**src/logic/display_status_defines.svh**
```systemverilog
// Command codes, field positions, reset values and fixed encodings of the status readback block.
`ifndef DISPLAY_STATUS_DEFINES_SVH
`define DISPLAY_STATUS_DEFINES_SVH

// ==========================================================================
// Read command codes answered by this block
`define ORIENTATION_QUERY   8'h0b
`define PIXEL_FORMAT_QUERY  8'h0c
`define IMAGE_MODE_QUERY    8'h0d
`define SIGNAL_MODE_QUERY   8'h0e

// ==========================================================================
// Bit positions inside the answer bytes
`define ORIENT_BGR_BIT      3
`define ORIENT_SRC_BIT      1
`define ORIENT_GATE_BIT     0
`define IMAGE_ALL_ON_BIT    4
`define IMAGE_ALL_OFF_BIT   3
`define SIGNAL_TE_ON_BIT    7
`define SIGNAL_TE_MODE_BIT  6
`define SIGNAL_ERR_BIT      0

// ==========================================================================
// Reset values and fixed codes
`define PIXEL_FORMAT_RESET  3'h7
`define GAMMA_RESET         3'h0
`define FIELD_BIT_RESET     1'b0
`define ZERO_BYTE           8'h00

`endif

```
**src/logic/display_status_pkg.sv**
```systemverilog
// Types shared by the status readback block.
package display_status_pkg;

   typedef logic [7:0] byte_t;

   // Which status byte a read command selects.
   typedef enum logic [2:0] {
      QUERY_NONE,
      QUERY_ORIENT,
      QUERY_PIXFMT,
      QUERY_IMAGE,
      QUERY_SIGNAL
   } query_t;

endpackage

```
**src/logic/display_status_readback.sv**
```systemverilog
// Read-only status commands of the display driver: holds fields and answers queries.
// Function
// - Orientation bit D1 reports source scan direction.
// - Orientation bit D0 reports gate scan direction.
// - Orientation bit D3 reports BGR colour order.
// - Pixel format low bits give interface format.
// - Image bits D4/D3 report all-on, all-off.
// - Image low bits carry gamma selection.
// - Signal bit D7 reports tear line enabled.
// - Signal bit D6 reports tear output mode.
// - Signal bit D0 reports link error flag.
// - Queries answered in every power state.
// - Orientation bits follow last access-control write.
`timescale 1ns/1ps
`include "display_status_defines.svh"

module display_status_readback
   import display_status_pkg::*;
(
   // Clock and reset
   input  wire logic       clk,
   input  wire logic       resetn,
   input  wire logic       soft_reset,
   // Read request from the link command decoder
   input  wire logic       cmd_valid,
   input  wire byte_t      cmd_code,
   // Memory access control write
   input  wire logic       memory_access_control_wr,
   input  wire byte_t      memory_access_control_data,
   // Colour format setting write
   input  wire logic       colour_format_setting_wr,
   input  wire logic [2:0] colour_format_setting_data,
   // Image mode updates
   input  wire logic       image_wr,
   input  wire logic       image_all_on,
   input  wire logic       image_all_off,
   input  wire logic [2:0] image_gamma,
   // Tear effect updates
   input  wire logic       te_wr,
   input  wire logic       te_on_data,
   input  wire logic       te_mode_data,
   // Link error events
   input  wire logic       link_error,
   input  wire logic       ack_error_report,
   // Answer to the link
   output logic            resp_valid,
   output byte_t           resp_data
);

   // ==========================================================================
   // Held status fields
   logic       bgr_r;
   logic       src_dir_r;
   logic       gate_scan_dir_r;
   logic [2:0] pixel_format_code_r;
   logic       all_on_r;
   logic       all_off_r;
   logic [2:0] gamma_r;
   logic       te_on_r;
   logic       te_mode_r;
   logic       link_err_r;
   logic       link_err_nxt;
   logic       resp_valid_r;
   byte_t      resp_data_r;

   // ==========================================================================
   // Command decoding
   query_t query;
   logic   known_query;
   byte_t  status_byte;

   // Maps a command code onto the query it selects.
   function automatic query_t query_of(input byte_t code);
      query_t q;
      q = QUERY_NONE;
      case (code)
         `ORIENTATION_QUERY:  q = QUERY_ORIENT;
         `PIXEL_FORMAT_QUERY: q = QUERY_PIXFMT;
         `IMAGE_MODE_QUERY:   q = QUERY_IMAGE;
         `SIGNAL_MODE_QUERY:  q = QUERY_SIGNAL;
         default:             q = QUERY_NONE;
      endcase
      return q;
   endfunction

   // Decoding ignores power state on purpose: sleep and idle never gate a read.
   assign query       = query_of(cmd_code);
   assign known_query = cmd_valid && (query != QUERY_NONE);

   // ==========================================================================
   // Byte assembly
   status_byte_select u_select (
      .query             (query),
      .bgr               (bgr_r),
      .src_dir           (src_dir_r),
      .gate_scan_dir     (gate_scan_dir_r),
      .pixel_format_code (pixel_format_code_r),
      .all_on            (all_on_r),
      .all_off           (all_off_r),
      .gamma_sel         (gamma_r),
      .te_on             (te_on_r),
      .te_mode           (te_mode_r),
      .link_err          (link_err_r),
      .status_byte       (status_byte)
   );

   // ==========================================================================
   // Error flag: a new error in the clearing cycle wins, so no event is lost.
   assign link_err_nxt = link_error ? 1'b1 : (ack_error_report ? 1'b0 : link_err_r);

   // ==========================================================================
   // Orientation fields; software reset takes priority over a same-cycle write.
   always_ff @(posedge clk) begin
      if (!resetn || soft_reset) begin
         bgr_r           <= `FIELD_BIT_RESET;
         src_dir_r       <= `FIELD_BIT_RESET;
         gate_scan_dir_r <= `FIELD_BIT_RESET;
      end else if (memory_access_control_wr) begin
         bgr_r           <= memory_access_control_data[`ORIENT_BGR_BIT];
         src_dir_r       <= memory_access_control_data[`ORIENT_SRC_BIT];
         gate_scan_dir_r <= memory_access_control_data[`ORIENT_GATE_BIT];
      end
   end

   // Pixel format field; undefined codes are stored and returned as written.
   always_ff @(posedge clk) begin
      if (!resetn || soft_reset) begin
         pixel_format_code_r <= `PIXEL_FORMAT_RESET;
      end else if (colour_format_setting_wr) begin
         pixel_format_code_r <= colour_format_setting_data;
      end
   end

   // Image mode fields.
   always_ff @(posedge clk) begin
      if (!resetn || soft_reset) begin
         all_on_r  <= `FIELD_BIT_RESET;
         all_off_r <= `FIELD_BIT_RESET;
         gamma_r   <= `GAMMA_RESET;
      end else if (image_wr) begin
         all_on_r  <= image_all_on;
         all_off_r <= image_all_off;
         gamma_r   <= image_gamma;
      end
   end

   // Signal mode fields.
   always_ff @(posedge clk) begin
      if (!resetn || soft_reset) begin
         te_on_r    <= `FIELD_BIT_RESET;
         te_mode_r  <= `FIELD_BIT_RESET;
         link_err_r <= `FIELD_BIT_RESET;
      end else begin
         if (te_wr) begin
            te_on_r   <= te_on_data;
            te_mode_r <= te_mode_data;
         end
         link_err_r <= link_err_nxt;
      end
   end

   // ==========================================================================
   // Answer register: one byte, valid one cycle after each known query.
   // Unknown codes draw no answer so another decoder may claim them.
   always_ff @(posedge clk) begin
      if (!resetn) begin
         resp_valid_r <= 1'b0;
         resp_data_r  <= `ZERO_BYTE;
      end else begin
         resp_valid_r <= known_query;
         if (known_query) begin
            resp_data_r <= status_byte;
         end
      end
   end

   assign resp_valid = resp_valid_r;
   assign resp_data  = resp_data_r;
endmodule // display_status_readback

```
**src/logic/status_byte_select.sv**
```systemverilog
// Assembles the one parameter byte for a decoded status query.
`timescale 1ns/1ps
`include "display_status_defines.svh"

module status_byte_select
   import display_status_pkg::*;
(
   // Selected query
   input  wire query_t     query,
   // Orientation fields
   input  wire logic       bgr,
   input  wire logic       src_dir,
   input  wire logic       gate_scan_dir,
   // Pixel format and image mode fields
   input  wire logic [2:0] pixel_format_code,
   input  wire logic       all_on,
   input  wire logic       all_off,
   input  wire logic [2:0] gamma_sel,
   // Signal mode fields
   input  wire logic       te_on,
   input  wire logic       te_mode,
   input  wire logic       link_err,
   // Assembled byte
   output byte_t           status_byte
);

   // ==========================================================================
   // Byte images; every unlisted position is tied to zero.
   byte_t orient_byte;
   byte_t pixfmt_byte;
   byte_t image_byte;
   byte_t signal_byte;

   // Orientation byte carries colour order and both scan directions.
   assign orient_byte = {4'h0, bgr, 1'b0, src_dir, gate_scan_dir};
   assign pixfmt_byte = {5'h00, pixel_format_code};
   assign image_byte  = {3'h0, all_on, all_off, gamma_sel};
   assign signal_byte = {te_on, te_mode, 5'h00, link_err};

   // Selection; an unknown query yields zero, which nobody latches anyway.
   assign status_byte = (query == QUERY_ORIENT) ? orient_byte :
                        (query == QUERY_PIXFMT) ? pixfmt_byte :
                        (query == QUERY_IMAGE)  ? image_byte  :
                        (query == QUERY_SIGNAL) ? signal_byte : `ZERO_BYTE;

endmodule // status_byte_select

```
**config.mk**
```make
export PLATFORM = sky130hd
export DESIGN_NAME = display_status_readback
export DESIGN_NICKNAME = d
export VERILOG_FILES = /design/src/logic/display_status_pkg.sv /design/src/logic/display_status_readback.sv /design/src/logic/status_byte_select.sv
export VERILOG_INCLUDE_DIRS = /design/src /design/src/logic
export SDC_FILE = /design/constraint.sdc
export NUM_CORES = 1
export LEC_CHECK = 0
export ABC_CLOCK_PERIOD_IN_PS = 2160
export BUFFER_PORTS_ARGS = -buffer_cell sky130_fd_sc_hd__buf_2
export CAP_MARGIN = 5
export CORE_ASPECT_RATIO = 1.2
export CORE_MARGIN = 3
export CORE_UTILIZATION = 48
export CTS_BUF_LIST = sky130_fd_sc_hd__clkbuf_2 sky130_fd_sc_hd__clkbuf_4 sky130_fd_sc_hd__clkbuf_8
export CTS_CLUSTER_DIAMETER = 60
export DETAILED_ROUTE_END_ITERATION = 12
export PLACE_DENSITY = 0.9
export SYNTH_ARGS = -nofsm -noshare
export SYNTH_HDL_FRONTEND = slang
export SYNTH_SLANG_ARGS = --single-unit
```
**constraint.sdc**
```tcl
create_clock -name clk -period 2.16 [get_ports clk]
set_input_delay 0.324 -clock clk [delete_from_list [all_inputs] [get_ports clk]]
set_output_delay 0.324 -clock clk [all_outputs]
set_load 0.005 [all_outputs]
```
Word-level counts from Yosys, hierarchy flattened
Cells that the tools add are included.
{ "word_totals": {"output_inout_bits": 9, "inputBits": 36, "mem_count": 0, "ramBits": 0, "elab_cells": 32, "register_bits": 23, "romBits": 0, "latch_bits": 0} }
{ "op_classes": {"div_mod_pow": 0, "n_eq_ne": 8, "mux": 7, "multipliers": 0, "n_bitwise": 0, "shifts": 0, "n_addsub": 0, "n_lt_le_gt_ge": 0, "n_reduce_logical": 5} }
{ "ops": {"columns": ["cell", "n"], "rows": [
  ["8-bit by 4-bit equality test with 1-bit output (second input constant)", 4],
  ["8-bit 2-to-1 mux", 4],
  ["3-bit one-hot mux with 4 select lines", 1],
  ["3-bit by 2-bit equality test with 1-bit output (second input constant)", 2],
  ["3-bit by 1-bit equality test with 1-bit output (second input constant)", 1],
  ["3-bit equality test (second input constant)", 1],
  ["3-bit nonzero test", 1],
  ["1-bit 2-to-1 mux", 2],
  ["2-bit nonzero test", 1],
  ["1-bit logical AND", 1],
  ["1-bit logical NOT", 1],
  ["1-bit logical OR", 1]
]} }

Logic depth before layout (Yosys ltp)
{ "logic_depth": {"ltp_word": 7, "mapped_depth": 6, "depth_no_buf": 4} }

Modules after synthesis
A second synthesis with hierarchy kept.
{ "hier_totals": {"cells_unflattened": 112, "area_unflattened_um2": 1073.5} }
{ "by_module_without_submodules": {"columns": ["mod", "area_each_um2", "instances", "cells_per_inst", "seq_area_each_um2"], "rows": [
  ["display_status_readback", 935.9, 1, 92, 460.4],
  ["status_byte_select", 137.6, 1, 20, 0.0]
]} }

Worst setup path after synthesis
OpenSTA, ideal clock, no wires.
{ "synth_path": {"kind": "input-to-reg", "from": "in cmd_code[5]", "to": "reg resp_data_r[2], in the netlist resp_data[2]", "stages": 4, "setup_slack_ns": 0.645, "required_ns": 2.072, "path_buffers": 0, "setup_time_ns": 0.088, "t_arrival_ns": 1.427, "path_cell_list": "or4_4 > a211oi_2 > nand4_1 > o32ai_2"} }
{ "synth_via": {"elab_chain_cells": 6, "elab_cells_between_ends": 13, "cone_classes": "eq/ne: 7; mux: 4; reduce/logical: 2"} }
{ "synth_rtl": {"columns": ["item", "line_no", "source"], "rows": [
  ["start: declaration", "display_status_readback.sv:26", "input wire byte_t cmd_code,"],
  ["8-bit by 4-bit equality test with 1-bit output", "display_status_readback.sv:76", "case (code)"],
  ["3-bit one-hot mux with 4 select lines (*)", "display_status_readback.sv:76", null],
  ["3-bit by 2-bit equality test with 1-bit output", "status_byte_select.sv:43", "(query == QUERY_IMAGE) ? image_byte :"],
  ["8-bit 2-to-1 mux (no line) (3 in a row)", null, null],
  ["end signal: assignment", "display_status_readback.sv:168", "resp_data_r <= `ZERO_BYTE;"],
  ["end signal: assignment", "display_status_readback.sv:172", "resp_data_r <= status_byte;"],
  ["end: declaration", "display_status_readback.sv:64", "byte_t resp_data_r;"]
]} }
Mark *: on every way between the ends. The rest lies on a longest branch, timed or not.
A chain may end at the register's enable or synchronous reset.

Worst setup path in the final report
Same ends and word-level chain as after synthesis.

==> impl_metrics.ini <==
[pwr]
peakVddDrop_mv = 0.460
internal_power_mw = 0.561
comb_power_share_pct = 11.4
p_leak_nw = 0.540
power.total_mw = 0.725
p_seq_share_pct = 58.0
p_sw_mw = 0.165
p_clk_share_pct = 30.6
p_sw_share_pct = 22.7
p_per_area_nw_per_um2 = 618

[worst_hold_path]
hold_path.class = in -> reg
hp-start = colour_format_setting_data[2]
whs_path_depth = 2
hold_path_end = pixel_format_code_r[2]

[placed_design]
io_buffers = 38
gp_routability_congestion = 0.736
dpl.cell_count = 151
post-dp-hpwl_um = 1560

[grt]
grt_max_degree = 15
antenna_found_initial = 0
first_global_vias = 812
track_usage_pct = 17.2
grt_pass1_wl_um = 3160
grt_overflow = 0

[worst_setup_path]
worstPathRequired_ns = 2.39
r2r_end = resp_data[0]
worst-r2r-setup-slack_ns = 1.25
endpoint_kind = flop
reg2regPathDepth = 4
r2r_start = link_err_r
start_kind = primary input
crit_type = in -> reg
critPathArrivalTime_ns = 1.61
path_max_fanout = 2

[synthesis]
synthMuxAreaShare_pct = 12.7
netlist_top_cells_area = dfxtp_1 (47%), mux2i_1 (13%), nor2_1 (4.4%)
async_flop_share_pct = 0
yosys.area_share.adder_pct = 0
synth_seq_area_share_pct = 46.7
synthSimpleGateAreaFrac_pct = 20.3
ys_types = 30
syn_area_um2 = 943
synth_compound_area_share_pct = 16.3
synth_top_area_share_pct = 46.7
synth_top_cell_by_area = dfxtp_1
synth-main-ff-cell = dfxtp_1
synth_edf_count = 0
syn_nets = 135
avgSynthCellArea_um2 = 9.53
synthXorXnorAreaFrac_pct = 0
synth-seq-cells = 22
synth_top_family_by_area = simple AND/OR/NAND/NOR gates
syn-instance-count = 99
synth_warnings = 0

[clock_network]
cts_buffer_depth = 2
cts_tree = built
clkLatencyLatePin_ns = 0.30
cts_setup_buffers = 0
htree_levels = 1
holdBufCountCts = 0
ctsResizeCount = 0
cts_root_buf = clkbuf_4
cts_buffers = 3
clk_pin_slew_ns = 0.12
cts_sinks = 22

[sta]
post-route-period-util_pct = 63.7
clock_skew_ns = 0.00238
hold_viol_final = 0
worst_pin_slew_ns = 0.501
hold_ws_ns = 0.214
setup_viol = 0
fmax_mhz = 727
drv_slew = 0
finalCriticalPeriod_ns = 1.38
setup_tns_ns = 0
rsz0062_at_grt = no
max-slew-margin-rel_pct = 66.6

[die]
dieArea_um2 = 2540
pin_count = 45
die_h_um = 54.6
num_rows = 16
core_um2 = 1740
initial_core_util_pct = 54.2
die_w_um = 46.5

[drt]
drtPass1Iterations = 4
ant_nets = 0
drc = 0
wl_um = 1950
first_iter_violations = 12
vias = 832
routedWlPerCell_um = 12.6
viasPerCell = 5.37

[final_layout]
fill_cells = 155
utilization_pct = 67.4
antenna_cells = 0
instances_no_fill = 155
num-nets-final = 174
area_delta_synth_final_pct = 24.4
drive_gt1_share_pct = 34.3

[outcome]
outcome = finished clean

[flow_run]
drv_cap = 0
-- worst max path at each step --
stage	cells after the start	endpoint	slack, ns	from
2_1_floorplan	4	resp_data[2]	0.65	cmd_code[5]
3_3_place_gp	5	resp_data[2]	0.50	cmd_code[5]
3_5_place_dp	5	resp_data[2]	0.45	cmd_code[5]
4_1_cts	5	resp_data[2]	0.79	cmd_code[5]
5_1_grt	6	resp_data[1]	0.74	cmd_code[5]
6_report	5	resp_data[2]	0.78	cmd_code[5]
-- kinds of logic after synthesis --
family | count (synthesis)
AND/OR/NAND/NOR | 36
multiplexers | 12
other | 1
flip-flops | 22
buffers and inverters | 7
AO/OA/AOI/OAI | 21
-- per-stage QoR --
stage / setup WS, ns / cell area, um^2
finish: 0.784 / 1170
global route: 0.737 / 1170
detailed placement: 0.453 / 1140
floorplan: 0.645 / 943
global placement: 0.500 / 1140
CTS: 0.785 / 1170
-- synthesized netlist by cell type (2+ instances only) --
cell type and count:
a211o_1 3, a21oi_1 8, a22o_1 2, buf_4 2, clkbuf_1 2, dfxtp_1 22, inv_1 2, mux2i_1 12
nand2_1 6, nand2b_1 4, nand3b_1 2, nor2_1 11, nor2b_1 5, o21ai_0 2
-- power groups by stage --
stage / combinational, mW / sequential, mW / clock, mW
floorplan: 0.0447 / 0.428 / 0
global placement: 0.0791 / 0.429 / 0
detailed placement: 0.0824 / 0.430 / 0
CTS: 0.0829 / 0.421 / 0.231
global route: 0.0919 / 0.422 / 0.249
finish: 0.0826 / 0.421 / 0.222
-- cell usage in the layout (no fill, tap or decap), types with 3 or more instances in the layout --
cell type / count
a21oi_1: 8
nor2_1: 11
mux2i_1: 12
nand2b_1: 4
buf_2: 38
nor2b_1: 5
nand2_1: 6
dfxtp_1: 22
clkbuf_4: 3
a211o_1: 3
-- layer usage --
metal | routed length (um) | GRT usage [%] | vias to the layer above | part of all wire [%]
li1 | - | - | 428 | -
met4 | 36 | 7.11 | 0 | 1.8
met3 | 163 | 1.97 | 5 | 8.4
met1 | 825 | 20.4 | 363 | 42
met2 | 920 | 30.5 | 36 | 47
met5 | 0 | 0 | - | 0
-- area by class of cell --
class | count | area [um^2] | area share [%]
flip-flops and latches | 22 | 440 | 37.5
clock buffers | 4 | 36.3 | 3.09
well taps | 18 | 22.5 | 1.92
inverters | 2 | 7.51 | 0.640
repair buffers | 39 | 198 | 16.8
multi-input cells | 70 | 469 | 40.0
-- registers in the layout, indices dropped and copies added (netlist names) --
signal,cells
resp_data,7
gamma_r,3
pixel_format_code_r,3
all_off_r,1
all_on_r,1
bgr_r,1
gate_scan_dir_r,1
link_err_r,1
resp_valid,1
src_dir_r,1
te_mode_r,1
te_on_r,1
-- worst max-delay path, stage by stage --
cell and delay (ns):
buf_2 0.10, or4_4 0.54, a211oi_2 0.21, nand4_1 0.17, o32ai_2 0.26
Note: power is estimated with default switching activity, not from simulation.
